## config.mk

```make
export PLATFORM = sky130hd
export DESIGN_NAME = lvic_top
export DESIGN_NICKNAME = d
export VERILOG_FILES = /design/src/lvic_pkg.sv /design/src/lvic_top.sv /design/src/lvic_pin_edge.sv
export SDC_FILE = /design/constraint.sdc
export NUM_CORES = 1
export LEC_CHECK = 0
export BUFFER_PORTS_ARGS = -buffer_cell sky130_fd_sc_hd__buf_2
export CORE_ASPECT_RATIO = 1.5
export CORE_MARGIN = 1.5
export CORE_UTILIZATION = 39
export DETAILED_ROUTE_END_ITERATION = 7
export PLACE_DENSITY = 0.66
export SLEW_MARGIN = 0
export SYNTH_ARGS = -nofsm -noshare
export SYNTH_HDL_FRONTEND = slang
export SYNTH_SLANG_ARGS = --single-unit
export TNS_END_PERCENT = 10
```

## constraint.sdc

```tcl
create_clock -name clk_i -period 4.9 [get_ports clk_i]
set_input_delay 0.49 -clock clk_i [delete_from_list [all_inputs] [get_ports clk_i]]
set_output_delay 0.49 -clock clk_i [all_outputs]
set_load 0.01 [all_outputs]
```

## src/lvic_pkg.sv

```systemverilog
// Constants, types and register map of the low-voltage and interrupt control block.
//
// Behaviour
// - Three-bit code picks one of eight trip levels.
// - Status bit 5 shows supply low, read-only.
// - Enable bit 4 powers detector, resets low.
// - Sleep forces the detector off regardless of enable.
// - Status may toggle repeatedly near the threshold.
// - Low-voltage flag sets only after fixed delay.
// - Low-voltage request feeds multi-function group two.
// - Pending low-voltage request wakes device from idle; here only when the detector sets a clear flag.
// - Two pins plus internal sources raise requests.
// - Every source has own enable and flag.
// - Primary byte zero: global, three enables, flags.
// - Primary bytes one, two: four enables, flags.
// - Group bytes zero, two: two enables, flags.
// - Group byte one: four timer enables, flags.
// - Two-bit edge select per external pin.
// - Unimplemented bits read zero; edge register resets zero.
// - Flag interrupts only when enabled and global set.
// - Service entry clears global enable; flags still record.
// - Flags and enables are read-write, reset zero.
package lvic_pkg;

    // ------------------------------------------------------------
    // Register byte offsets on the bus.
    // ------------------------------------------------------------
    localparam logic [7:0] LVIC_OFS_LVCTL = 8'h00;
    localparam logic [7:0] LVIC_OFS_EDGE = 8'h04;
    localparam logic [7:0] LVIC_OFS_PRI0 = 8'h08;
    localparam logic [7:0] LVIC_OFS_PRI1 = 8'h0c;
    localparam logic [7:0] LVIC_OFS_PRI2 = 8'h10;
    localparam logic [7:0] LVIC_OFS_GRP0 = 8'h14;
    localparam logic [7:0] LVIC_OFS_GRP1 = 8'h18;
    localparam logic [7:0] LVIC_OFS_GRP2 = 8'h1c;

    // ------------------------------------------------------------
    // Field positions.
    // ------------------------------------------------------------
    localparam int LVIC_TRIP_LSB = 0;
    localparam int LVIC_ON_BIT = 4;
    localparam int LVIC_STAT_BIT = 5;
    localparam int LVIC_GLB_BIT = 0;

    // Primary source index, same order as the bits of the three primary bytes.
    localparam int LVIC_P_PIN0 = 0;
    localparam int LVIC_P_CMP = 1;
    localparam int LVIC_P_GRP0 = 2;
    localparam int LVIC_P_GRP1 = 3;
    localparam int LVIC_P_GRP2 = 4;
    localparam int LVIC_P_ADC = 5;
    localparam int LVIC_P_TB0 = 6;
    localparam int LVIC_P_TB1 = 7;
    localparam int LVIC_P_PIN1 = 8;
    localparam int LVIC_P_SIM = 9;
    localparam int LVIC_P_UART = 10;
    localparam int LVIC_NPRI = 11;

    // Group member index: timer zero P/A, timer one P/A, timer two P/A, low voltage, nvm.
    localparam int LVIC_M_LV = 6;
    localparam int LVIC_M_NVM = 7;
    localparam int LVIC_NMEM = 8;

    // ------------------------------------------------------------
    // Reset values.
    // ------------------------------------------------------------
    localparam logic [2:0] LVIC_TRIP_RST = 3'h0;
    localparam logic [3:0] LVIC_EDGE_RST = 4'h0;
    localparam logic [10:0] LVIC_PRI_RST = 11'h000;
    localparam logic [7:0] LVIC_MEM_RST = 8'h00;

    // ------------------------------------------------------------
    // Encodings.
    // ------------------------------------------------------------
    localparam logic [2:0] LVIC_TRIP_1V8 = 3'h0;
    localparam logic [2:0] LVIC_TRIP_4V0 = 3'h7;
    localparam logic [1:0] LVIC_EDGE_OFF = 2'h0;
    localparam logic [1:0] LVIC_EDGE_RISE = 2'h1;
    localparam logic [1:0] LVIC_EDGE_FALL = 2'h2;
    localparam logic [1:0] LVIC_EDGE_BOTH = 2'h3;

    // ------------------------------------------------------------
    // Timing.
    // ------------------------------------------------------------
    localparam int LVIC_CLK_PERIOD_NS = 50;
    localparam int LVIC_REQ_DELAY_NS = 15000;
    localparam int LVIC_REQ_DELAY_CYC = (LVIC_REQ_DELAY_NS + LVIC_CLK_PERIOD_NS - 1) / LVIC_CLK_PERIOD_NS;

    // ------------------------------------------------------------
    // Types.
    // ------------------------------------------------------------
    typedef enum logic [1:0] {
        LVIC_DLY_IDLE = 2'b00,
        LVIC_DLY_WAIT = 2'b01,
        LVIC_DLY_HELD = 2'b10
    } lvic_dly_e;

    // One-cycle event pulses from the internal sources.
    typedef struct packed {
        logic uart;
        logic sim;
        logic tb1;
        logic tb0;
        logic adc;
        logic cmp;
        logic nvm;
        logic [5:0] tmr;
    } lvic_src_s;

endpackage : lvic_pkg

```

## src/lvic_top.sv

```systemverilog
// Low-voltage detector control and interrupt request/enable registers behind a Wishbone slave.
//
// The implementer's own choices: the placing of the registers and the Wishbone slave port.
module lvic_top #(
    parameter int DELAY_CYC = lvic_pkg::LVIC_REQ_DELAY_CYC
) (
    // Clock and reset.
    input wire logic clk_i,
    input wire logic rst_i,
    // Wishbone classic slave.
    input wire logic wb_cyc_i,
    input wire logic wb_stb_i,
    input wire logic wb_we_i,
    input wire logic [7:0] wb_adr_i,
    input wire logic [3:0] wb_sel_i,
    input wire logic [31:0] wb_dat_i,
    output logic [31:0] wb_dat_o,
    output logic wb_ack_o,
    // Analog detector interface.
    input wire logic lvd_cmp_i,
    output logic lvd_on_o,
    output logic [2:0] trip_level_o,
    // Power mode from the core.
    input wire logic sleep_i,
    input wire logic idle_i,
    // Interrupt sources.
    input wire logic [1:0] ext_pin_i,
    input wire lvic_pkg::lvic_src_s src_i,
    // Core service interface.
    input wire logic irq_ack_i,
    output logic irq_o,
    output logic [10:0] irq_pend_o,
    output logic wake_o
);

    // ------------------------------------------------------------
    // Register state.
    // ------------------------------------------------------------
    logic [2:0] trip_level_select_r;
    logic detector_on_r;
    logic [3:0] edge_sel_r;
    logic global_irq_en_r;
    logic [10:0] pri_en_r;
    logic [10:0] pri_flag_r;
    logic [7:0] mem_en_r;
    logic [7:0] mem_flag_r;
    logic ack_r;
    logic [31:0] dat_r;

    // ------------------------------------------------------------
    // Bus decode.
    // ------------------------------------------------------------
    logic req;
    logic wr;
    logic rd_take;
    logic [7:0] wbyte;
    logic [7:0] rbyte;
    logic wr_lv;
    logic wr_edge;
    logic [2:0] wr_pri;
    logic [2:0] wr_grp;

    // The request is acked one cycle after it appears; writes land on the acking edge.
    assign req = wb_cyc_i & wb_stb_i;
    assign wr = req & wb_we_i & ack_r & wb_sel_i[0];
    assign rd_take = req & ~ack_r;
    assign wbyte = wb_dat_i[7:0];
    assign wr_lv = wr & (wb_adr_i == lvic_pkg::LVIC_OFS_LVCTL);
    assign wr_edge = wr & (wb_adr_i == lvic_pkg::LVIC_OFS_EDGE);
    assign wr_pri[0] = wr & (wb_adr_i == lvic_pkg::LVIC_OFS_PRI0);
    assign wr_pri[1] = wr & (wb_adr_i == lvic_pkg::LVIC_OFS_PRI1);
    assign wr_pri[2] = wr & (wb_adr_i == lvic_pkg::LVIC_OFS_PRI2);
    assign wr_grp[0] = wr & (wb_adr_i == lvic_pkg::LVIC_OFS_GRP0);
    assign wr_grp[1] = wr & (wb_adr_i == lvic_pkg::LVIC_OFS_GRP1);
    assign wr_grp[2] = wr & (wb_adr_i == lvic_pkg::LVIC_OFS_GRP2);

    // Ack drops the cycle after it was given, so back-to-back requests see a gap.
    always_ff @(posedge clk_i) begin
        if (rst_i) begin
            ack_r <= 1'b0;
        end else begin
            ack_r <= req & ~ack_r;
        end
    end

    assign wb_ack_o = ack_r;
    assign wb_dat_o = dat_r;

    // ------------------------------------------------------------
    // Detector control and synchronised comparator.
    // ------------------------------------------------------------
    logic cmp_s1_r;
    logic cmp_s2_r;
    logic det_active;
    logic status;

    // Threshold and enable are plain software fields.
    always_ff @(posedge clk_i) begin
        if (rst_i) begin
            trip_level_select_r <= lvic_pkg::LVIC_TRIP_RST;
            detector_on_r <= 1'b0;
        end else if (wr_lv) begin
            trip_level_select_r <= wbyte[lvic_pkg::LVIC_TRIP_LSB +: 3];
            detector_on_r <= wbyte[lvic_pkg::LVIC_ON_BIT];
        end
    end

    // The comparator output is asynchronous to this clock.
    always_ff @(posedge clk_i) begin
        if (rst_i) begin
            cmp_s1_r <= 1'b0;
            cmp_s2_r <= 1'b0;
        end else begin
            cmp_s1_r <= lvd_cmp_i;
            cmp_s2_r <= cmp_s1_r;
        end
    end

    // Sleep overrides the enable; a powered-down comparator reports no low supply.
    assign det_active = detector_on_r & ~sleep_i;
    assign status = det_active & cmp_s2_r;
    assign lvd_on_o = det_active;
    assign trip_level_o = trip_level_select_r;

    // ------------------------------------------------------------
    // Low-voltage request delay.
    // ------------------------------------------------------------
    lvic_pkg::lvic_dly_e dly_state_r;
    logic [15:0] dly_cnt_r;
    logic lv_set;

    // Status can bounce near the threshold, so each drop cancels and restarts the wait.
    always_ff @(posedge clk_i) begin
        if (rst_i) begin
            dly_state_r <= lvic_pkg::LVIC_DLY_IDLE;
            dly_cnt_r <= 16'h0000;
        end else begin
            case (dly_state_r)
                lvic_pkg::LVIC_DLY_IDLE: begin
                    dly_cnt_r <= 16'h0000;
                    if (status) begin
                        dly_state_r <= lvic_pkg::LVIC_DLY_WAIT;
                    end
                end
                lvic_pkg::LVIC_DLY_WAIT: begin
                    if (!status) begin
                        dly_state_r <= lvic_pkg::LVIC_DLY_IDLE;
                    end else if (lv_set) begin
                        dly_state_r <= lvic_pkg::LVIC_DLY_HELD;
                    end else begin
                        dly_cnt_r <= dly_cnt_r + 16'h0001;
                    end
                end
                lvic_pkg::LVIC_DLY_HELD: begin
                    if (!status) begin
                        dly_state_r <= lvic_pkg::LVIC_DLY_IDLE;
                    end
                end
                default: begin
                    dly_state_r <= lvic_pkg::LVIC_DLY_IDLE;
                end
            endcase
        end
    end

    // One request per low episode, raised when the wait completes with status still high.
    assign lv_set = (dly_state_r == lvic_pkg::LVIC_DLY_WAIT) & status
        & (dly_cnt_r == 16'(DELAY_CYC - 1));

    // ------------------------------------------------------------
    // External pins and edge select.
    // ------------------------------------------------------------
    logic [1:0] pin_edge;

    always_ff @(posedge clk_i) begin
        if (rst_i) begin
            edge_sel_r <= lvic_pkg::LVIC_EDGE_RST;
        end else if (wr_edge) begin
            edge_sel_r <= wbyte[3:0];
        end
    end

    lvic_pin_edge #(
        .N(2)
    ) u_pin_edge (
        .clk_i(clk_i),
        .rst_i(rst_i),
        .pin_i(ext_pin_i),
        .sel_i(edge_sel_r),
        .edge_o(pin_edge)
    );

    // ------------------------------------------------------------
    // Request flags and enables.
    // ------------------------------------------------------------
    logic [7:0] mem_evt;
    logic [7:0] mem_wmask;
    logic [7:0] mem_wen;
    logic [7:0] mem_wflag;
    logic [2:0] grp_any;
    logic [10:0] pri_evt;
    logic [10:0] pri_wmask;
    logic [10:0] pri_wen;
    logic [10:0] pri_wflag;

    // Group members: three timers P/A, the delayed low-voltage request and the nvm source.
    assign mem_evt = {src_i.nvm, lv_set, src_i.tmr};
    assign mem_wmask = {{2{wr_grp[2]}}, {4{wr_grp[1]}}, {2{wr_grp[0]}}};
    assign mem_wen = {wbyte[1:0], wbyte[3:0], wbyte[1:0]};
    assign mem_wflag = {wbyte[5:4], wbyte[7:4], wbyte[5:4]};

    // A group keeps asking while any enabled member is pending.
    assign grp_any[0] = |(mem_en_r[1:0] & mem_flag_r[1:0]);
    assign grp_any[1] = |(mem_en_r[5:2] & mem_flag_r[5:2]);
    assign grp_any[2] = |(mem_en_r[7:6] & mem_flag_r[7:6]);

    assign pri_evt = {src_i.uart, src_i.sim, pin_edge[1], src_i.tb1, src_i.tb0, src_i.adc,
        grp_any, src_i.cmp, pin_edge[0]};
    assign pri_wmask = {{4{wr_pri[2]}}, {4{wr_pri[1]}}, {3{wr_pri[0]}}};
    assign pri_wen = {wbyte[3:0], wbyte[3:0], wbyte[3:1]};
    assign pri_wflag = {wbyte[7:4], wbyte[7:4], wbyte[6:4]};

    // A hardware event in the same cycle as a software clear wins, so no request is lost.
    always_ff @(posedge clk_i) begin
        if (rst_i) begin
            mem_en_r <= lvic_pkg::LVIC_MEM_RST;
            mem_flag_r <= lvic_pkg::LVIC_MEM_RST;
        end else begin
            mem_en_r <= (mem_wmask & mem_wen) | (~mem_wmask & mem_en_r);
            mem_flag_r <= (mem_wmask & mem_wflag) | (~mem_wmask & mem_flag_r) | mem_evt;
        end
    end

    // Flags record requests whether or not enables or the global enable are set.
    always_ff @(posedge clk_i) begin
        if (rst_i) begin
            pri_en_r <= lvic_pkg::LVIC_PRI_RST;
            pri_flag_r <= lvic_pkg::LVIC_PRI_RST;
        end else begin
            pri_en_r <= (pri_wmask & pri_wen) | (~pri_wmask & pri_en_r);
            pri_flag_r <= (pri_wmask & pri_wflag) | (~pri_wmask & pri_flag_r) | pri_evt;
        end
    end

    // Service entry clears the global enable; it beats a software set in the same cycle.
    always_ff @(posedge clk_i) begin
        if (rst_i) begin
            global_irq_en_r <= 1'b0;
        end else if (irq_ack_i) begin
            global_irq_en_r <= 1'b0;
        end else if (wr_pri[0]) begin
            global_irq_en_r <= wbyte[lvic_pkg::LVIC_GLB_BIT];
        end
    end

    // ------------------------------------------------------------
    // Request and wake outputs.
    // ------------------------------------------------------------
    logic [10:0] pend;

    assign pend = pri_en_r & pri_flag_r;

    // Registered so the core sees a clean level; vector choice is left to the core.
    always_ff @(posedge clk_i) begin
        if (rst_i) begin
            irq_o <= 1'b0;
            irq_pend_o <= 11'h000;
        end else begin
            irq_o <= global_irq_en_r & (|pend);
            irq_pend_o <= global_irq_en_r ? pend : 11'h000;
        end
    end

    // Wake follows the flag being set by the detector, so a flag preset by software stays quiet.
    always_ff @(posedge clk_i) begin
        if (rst_i) begin
            wake_o <= 1'b0;
        end else begin
            wake_o <= idle_i & lv_set & ~mem_flag_r[lvic_pkg::LVIC_M_LV];
        end
    end

    // ------------------------------------------------------------
    // Read data.
    // ------------------------------------------------------------
    // Unmapped addresses and unimplemented bits read zero.
    always_comb begin
        rbyte = 8'h00;
        case (wb_adr_i)
            lvic_pkg::LVIC_OFS_LVCTL: rbyte = {2'b00, status, detector_on_r, 1'b0, trip_level_select_r};
            lvic_pkg::LVIC_OFS_EDGE: rbyte = {4'h0, edge_sel_r};
            lvic_pkg::LVIC_OFS_PRI0: rbyte = {1'b0, pri_flag_r[2:0], pri_en_r[2:0], global_irq_en_r};
            lvic_pkg::LVIC_OFS_PRI1: rbyte = {pri_flag_r[6:3], pri_en_r[6:3]};
            lvic_pkg::LVIC_OFS_PRI2: rbyte = {pri_flag_r[10:7], pri_en_r[10:7]};
            lvic_pkg::LVIC_OFS_GRP0: rbyte = {2'b00, mem_flag_r[1:0], 2'b00, mem_en_r[1:0]};
            lvic_pkg::LVIC_OFS_GRP1: rbyte = {mem_flag_r[5:2], mem_en_r[5:2]};
            lvic_pkg::LVIC_OFS_GRP2: rbyte = {2'b00, mem_flag_r[7:6], 2'b00, mem_en_r[7:6]};
            default: rbyte = 8'h00;
        endcase
    end

    // Captured as the ack rises and held while it stands.
    always_ff @(posedge clk_i) begin
        if (rst_i) begin
            dat_r <= 32'h0000_0000;
        end else if (rd_take) begin
            dat_r <= {24'h00_0000, rbyte};
        end
    end

    // ------------------------------------------------------------
    // Checks.
    // ------------------------------------------------------------
    logic [15:0] hi_run_r;

    // Length of the current unbroken low-supply run, saturating.
    always_ff @(posedge clk_i) begin
        if (rst_i) begin
            hi_run_r <= 16'h0000;
        end else if (!status) begin
            hi_run_r <= 16'h0000;
        end else if (hi_run_r != 16'hffff) begin
            hi_run_r <= hi_run_r + 16'h0001;
        end
    end

    a_trip_level_write: assert property (@(posedge clk_i) disable iff (rst_i)
        wr_lv |=> trip_level_o == $past(wb_dat_i[2:0]))
        else $error("trip level not taken from write");

    a_status_readback: assert property (@(posedge clk_i) disable iff (rst_i)
        (rd_take && wb_adr_i == lvic_pkg::LVIC_OFS_LVCTL) |=> wb_dat_o[5] == $past(status))
        else $error("status bit read wrong");

    a_sleep_forces_off: assert property (@(posedge clk_i) disable iff (rst_i)
        sleep_i |-> !lvd_on_o && !status)
        else $error("detector on during sleep");

    a_req_after_delay: assert property (@(posedge clk_i) disable iff (rst_i)
        lv_set |-> hi_run_r >= 16'(DELAY_CYC - 1) && status)
        else $error("low-voltage request before delay");

    a_req_into_group: assert property (@(posedge clk_i) disable iff (rst_i)
        lv_set |=> mem_flag_r[lvic_pkg::LVIC_M_LV])
        else $error("low-voltage flag not set");

    a_idle_wakeup: assert property (@(posedge clk_i) disable iff (rst_i)
        (lv_set && idle_i && !mem_flag_r[lvic_pkg::LVIC_M_LV]) |=> wake_o)
        else $error("no wake from idle");

    a_zero_bits: assert property (@(posedge clk_i) disable iff (rst_i)
        (wb_ack_o && wb_adr_i == lvic_pkg::LVIC_OFS_LVCTL) |-> wb_dat_o[7:6] == 2'b00 && !wb_dat_o[3])
        else $error("unimplemented bit reads one");

    a_global_blocks: assert property (@(posedge clk_i) disable iff (rst_i)
        !global_irq_en_r |=> !irq_o && irq_pend_o == 11'h000)
        else $error("request while globally disabled");

    a_service_clears: assert property (@(posedge clk_i) disable iff (rst_i)
        irq_ack_i |=> !global_irq_en_r)
        else $error("global enable survived service entry");

    a_group_raise: assert property (@(posedge clk_i) disable iff (rst_i)
        grp_any[2] |=> pri_flag_r[lvic_pkg::LVIC_P_GRP2])
        else $error("group flag not raised");

    a_set_wins: assert property (@(posedge clk_i) disable iff (rst_i)
        (pri_evt[lvic_pkg::LVIC_P_CMP] && wr_pri[0] && !wbyte[5]) |=> pri_flag_r[lvic_pkg::LVIC_P_CMP])
        else $error("event lost against clear");

endmodule : lvic_top

```

## src/lvic_pin_edge.sv

```systemverilog
// Synchroniser and selectable edge detector for the external interrupt pins.
module lvic_pin_edge #(
    parameter int N = 2
) (
    // Clock and reset.
    input wire logic clk_i,
    input wire logic rst_i,
    // Raw pins and two select bits per pin.
    input wire logic [N-1:0] pin_i,
    input wire logic [2*N-1:0] sel_i,
    // One-cycle edge pulses.
    output logic [N-1:0] edge_o
);

    // ------------------------------------------------------------
    // Per-pin logic.
    // ------------------------------------------------------------
    genvar g;
    generate
        for (g = 0; g < N; g++) begin : g_pin
            logic s1_r;
            logic s2_r;
            logic prev_r;
            logic rise;
            logic fall;
            // Two flops before any logic; only the second stage and later are looked at.
            always_ff @(posedge clk_i) begin
                if (rst_i) begin
                    s1_r <= 1'b0;
                    s2_r <= 1'b0;
                    prev_r <= 1'b0;
                end else begin
                    s1_r <= pin_i[g];
                    s2_r <= s1_r;
                    prev_r <= s2_r;
                end
            end
            // Code 00 keeps the pin silent, bit 0 picks rising and bit 1 falling edges.
            assign rise = s2_r & ~prev_r;
            assign fall = ~s2_r & prev_r;
            assign edge_o[g] = (sel_i[2*g] & rise) | (sel_i[2*g+1] & fall);

            a_edge_select: assert property (@(posedge clk_i) disable iff (rst_i)
                (sel_i[2*g+1 -: 2] == lvic_pkg::LVIC_EDGE_OFF) |-> !edge_o[g])
                else $error("edge pulse while pin disabled");
        end
    endgenerate

endmodule : lvic_pin_edge

```

# Yosys cells after proc, flatten, opt, wreduce, memory -nomap -nowiden
# Cells that the tools add are included.
word_totals:
  regBits: 95
  inputBits: 68
  wordCells: 117
op_classes:
  bitwise_logic: 58
  n_eq_ne: 15
  n_reduce_logical: 11
  add_sub_neg: 1
  muxes: 9
op_table:
  columns: ["op", "n"]
  rows:
  - ["$pmux 8 s8", 1]
  - ["$and 11x11->11", 5]
  - ["$or 11x11->11", 3]
  - ["$and 8x8->8", 4]
  - ["$eq 8x5->1 const B", 4]
  - ["$mux 16", 2]
  - ["$pmux 16 s2", 1]
  - ["$and 1x1->1", 28]
  - ["$or 8x8->8", 3]
  - ["$add 16x1->16 const B", 1]
  - ["$eq 16x9->1 const B", 1]
  - ["$eq 8x4->1 const B", 2]
  - ["$not 11->11", 1]
  - ["$reduce_or 11->1", 1]
  - ["$eq 8x3->1 const B", 1]
  - ["$logic_not 8->1", 1]
  - ["$mux 2", 4]
  - ["$ne 2x2->1 const B", 4]
  - ["$not 1->1", 8]
  - ["$not 8->8", 1]
  - ["$reduce_or 2->1", 4]
  - ["$pmux 2 s3", 1]
  - ["$reduce_and 3->1", 2]
  - ["$and 2x2->2", 2]
  - ["other kinds (8)", 9]

# Depth between registers and ports, before layout
logic_depth:
  ltp_word: 9
  mapped_depth: 6
  ltp_nobuf: 5

# Cells and area by module
# A second synthesis with hierarchy kept.
unflattened:
  hier_cells: 528
  hier_area_um2: 4600.7
modules_own_cells:
  columns: ["module", "instances", "area_each_um2", "cells_each"]
  rows:
  - ["lvic_top", 1, 4400.5, 510]
  - ["lvic_pin_edge", 1, 200.2, 18]

# Worst setup path before layout
# OpenSTA, ideal clock, no wires.
synth_timing:
  kind: "input to register"
  startpoint: "input port wb_adr_i[7]"
  endpoint: "register global_irq_en_r"
  n_path_buf: 1
  setup_slack_ps: 3100
  t_arrival_ps: 1714
  stages: 5
  path_cell_list: "or3_4 > nor4_4 > buf_2 > nand3_1 > a211oi_1"
synth_between:
  elab_chain_len: 2
synth_lines:
  columns: ["item", "line", "source"]
  rows:
  - ["from (decl)", "lvic_top.sv:14", "input wire logic [7:0] wb_adr_i,"]
  - ["$eq 8x4->1", "lvic_top.sv:70", "assign wr_pri[0] = wr & (wb_adr_i == lvic_pkg::LVIC_OFS_PRI0);"]
  - ["$and 1x1->1", "lvic_top.sv:70", null]
  - ["to (signal assigned)", "lvic_top.sv:252", "global_irq_en_r <= wbyte[lvic_pkg::LVIC_GLB_BIT];"]
  - ["to (decl)", "lvic_top.sv:42", "logic global_irq_en_r;"]
# No other way between the ends.
# A chain may end at the register's enable or synchronous reset.

# Worst setup path in the final report
layout_timing:
  startpoint: "input port wb_adr_i[2]"
  endpoint: "register pri_flag_r[3]"
layout_between:
  elab_chain_len: 6
  elab_cells_between_ends: 7
  classes_between: "eq/ne (1); bitwise (6)"
layout_lines:
  columns: ["item", "line", "source"]
  rows:
  - ["$eq 8x4->1 *", "lvic_top.sv:71", "assign wr_pri[1] = wr & (wb_adr_i == lvic_pkg::LVIC_OFS_PRI1);"]
  - ["$and 1x1->1 *", "lvic_top.sv:71", null]
  - ["$not 11->11", "lvic_top.sv:241", "pri_flag_r <= (pri_wmask & pri_wflag) | (~pri_wmask & pri_flag_r) | pri_evt;"]
  - ["$and 11x11->11", "lvic_top.sv:241", null]
  - ["$or 11x11->11 * (2 in a row)", "lvic_top.sv:241", null]
  - ["to (signal assigned)", "lvic_top.sv:238", "pri_flag_r <= lvic_pkg::LVIC_PRI_RST;"]
  - ["to (signal assigned)", "lvic_top.sv:241", null]
  - ["to (decl)", "lvic_top.sv:44", "logic [10:0] pri_flag_r;"]
# Every way passes the cells marked *; elsewhere a longest branch is shown, timed or not.

==> impl_results.md <==
- Status: finished, final reports clean
- Global-route wire length before repair: 20.3 mm
- Post-route non-filler standard cell count: 709
- Worst slew margin: 0.344
- Post-route ant nets: 0
- Worst-Skew Late Latency: 0.34 ns
- VDD IR-drop max: about 150 uV
- # DRC: 0
- Worst-path clk slew: 0.06 ns
- Number of global-route vias before repair: 3,983
- GRT Util Overall: 0.212
- Initial antenna violation count: 0
- # Post-CTS Setup Buffers: 0
- TritonCTS buffer count: 9
- Reg-to-Reg End: dly_cnt_r[11]$_SDFFE_PP0P_
- Port bufs: 66
- Leak Pwr: between 1.5 and 2 nW
- Max-slew violation count: 0
- Cells after Synth: 515
- Crit share post-route: 0.418
- R2r setup slk: 2.96 ns
- Cell taking the most area after synthesis: dfxtp_1
- Die area: 0.0121 sq mm
- Final WS setup: 2.85 ns
- Slew @ Worst Pin: just under 1 ns
- CTS-repair resized insts: 0
- Layout area overhead: 12.4%
- Share of cells above drive strength 1: 0.185
- Clock Skew: 0.00596 ns
- Iteration-0 DRC Markers: 325
- Core area: 0.0111 sq mm
- Critical Path AT: 2.30 ns
- Total wire length: 12.7 mm
- Post-synth EDFFs: 0
- Main synth FF type: dfxtp_1
- Worst reg-to-reg path cell count: 4
- Vias: 4,093
- Seq/Total Area, Yosys: 0.425
- Placed instance count: 693
- Top-area cell type share of the netlist area: 0.425
- Post-Syn Area per Cell: 8.70 sq um
- CP Launch Type: primary input
- # diodes: 0
- Critical path fanouts, max: 20
- Post-DR vias/cell: 5.77
- Cell area after synthesis: 0.00448 sq mm
- Crit path cell chain: buf_2, inv_2, nor4_4, nand2_1, a211oi_1
- WHS Path Cells: 2
- CTS Sinks: 95
- Post-route cell area: 0.00503 sq mm
- Pre-antenna DRT Iters: 4
- Boundary pin count: 118
- Total negative slack: 0 ns
- Pwr per Cell Area: ~300 mW/mm^2
- Post-DP HPWL: approximately 9 mm
- CP endpoint kind: flip-flop
- RSZ-0062 raised after global routing: no
- Yosys warning count: 0
- Largest net degree at the start of global routing: 38
- Final Hold Viols: 0
- Deepest clock path buffer count: 2
- Wirelength per Cell: 17.9 um
- Hold crit path type: primary input to flip-flop
- Overall die height: approximately 130 um
- # H-tree levels: 3
- Finish-stage setup viols: 0
- Critical path class: primary input to flip-flop
- WHS Endpoint: global_irq_en_r$_SDFFE_PP0P_
- Pre-CTS setup slack: 2.57 ns
- Asr flop ratio synth: 0
- Req. time, crit path: 5.15 ns
- Root Buffer Master: clkbuf_16
- Worst R2R Start: detector_on_r$_SDFFE_PP0P_
- Post-CTS Hold Buffers: 0
- Placed cell area: 0.00475 sq mm
- Die width: ~90 um
- Num rows: 47
- Fin nets: 626
- Slowest cell on crit path: nor4_4
- HP Start: irq_ack_i
- Synth area leaders: dfxtp_1, o21ai_0, a21oi_1
- Total congestion overflow: 0
- RePlAce Congestion: 0.893
- CTS tree: yes
- Post-synthesis cell type count: 58
- Initial Utilization: 0.403
- Peak Freq: 488 MHz
- Critical Path Max Stage Delay: 0.73 ns
- Min Clock Period, post-route: 2.05 ns
- Max Cap Violations: 0
- Synth Register Bits: 95
[cell usage in the layout (no fill, tap or decap), types with 8 or more instances in the layout]
cell / instances
nand2_1: 26
nand3_1: 43
nand4_1: 8
o21ai_0: 52
conb_1: 24
a31oi_1: 15
nor2_1: 28
buf_2: 66
dfxtp_1: 95
clkbuf_16: 9
nor4_1: 8
a21oi_1: 49
mux2i_1: 8
nor2b_1: 12
or3_1: 8
[routing by layer]
layer  track usage  wire length [um]  part of all wire  up-vias
li1              -                 -                 -     1932
met1         0.228              4750              0.38     1954
met2         0.373              6390              0.50      168
met3        0.0414               829             0.065       39
met4         0.144               695             0.055        0
met5             0                 0                 0        -
[stage by stage]
stage | hold slack [ns] | utilization | power, W
finish | 0.318 | 0.453 | 0.00153
global route | 0.319 | 0.453 | 0.00159
detailed placement | 0.426 | 0.428 | 0.000898
global placement | 0.421 | 0.428 | 0.000896
floorplan | 0.414 | - | 0.000875
CTS | 0.313 | 0.453 | 0.00154
[synthesized netlist by cell type, drive strengths merged, types with 8 or more instances]
library cell and n:
a21oi 49, a31oi 15, buf 36, clkbuf 24, dfxtp 95, inv 8
mux2i 8, nand2 26, nand3 43, nand4 8, nor2 28, nor2b 12
nor3 8, nor4 12, o21ai 52, or3 10
[logic make-up (layout without fill, tap and decap cells)]
kind of cell    Yosys count  after routing  share of synthesized area
buf+inv                  68             92                     0.0835
fa+ha+maj                 1              1                    0.00279
mux                      14             14                     0.0481
other cells               1             24                   0.000837
compound gates          153            153                      0.201
simple gates            179            179                      0.231
flops                    95             95                      0.425
xor+xnor                  4              4                    0.00782
[how the worst max path moves through the flow]
stage,depth (start not counted),start,endpoint
finish,5,wb_adr_i[2],pri_flag_r[3]$_SDFF_PP0_
global route,5,wb_adr_i[3],global_irq_en_r$_SDFFE_PP0P_
CTS,5,wb_adr_i[3],mem_flag_r[5]$_SDFF_PP0_
detailed placement,5,wb_adr_i[3],mem_flag_r[5]$_SDFF_PP0_
global placement,5,wb_adr_i[3],global_irq_en_r$_SDFFE_PP0P_
floorplan,5,wb_adr_i[7],global_irq_en_r$_SDFFE_PP0P_
[cell type report]
type / instances / area [sq um]
fill: 1121 / 6080
multi-input combinational: 375 / 2290
sequential: 95 / 1900
timing repair buffer: 68 / 345
clock buffer: 13 / 260
tap: 147 / 184
inverter: 8 / 30.0
clock inverter: 3 / 17.5
[critical path: cells and delay by family]
kind	cells	cell delay [ns]
AND/OR/NAND/NOR	2	0.96
AO/OA/AOI/OAI	1	0.27
buffers and inverters	2	0.58
[power breakdown]
group          total [W]  switching (W)  internal [W]
logic          0.0000904      0.0000600     0.0000304
clock network   0.000650       0.000280      0.000370
registers       0.000792     0.00000943      0.000783
total            0.00153       0.000349       0.00118
Power figures use the tool's default switching activity.
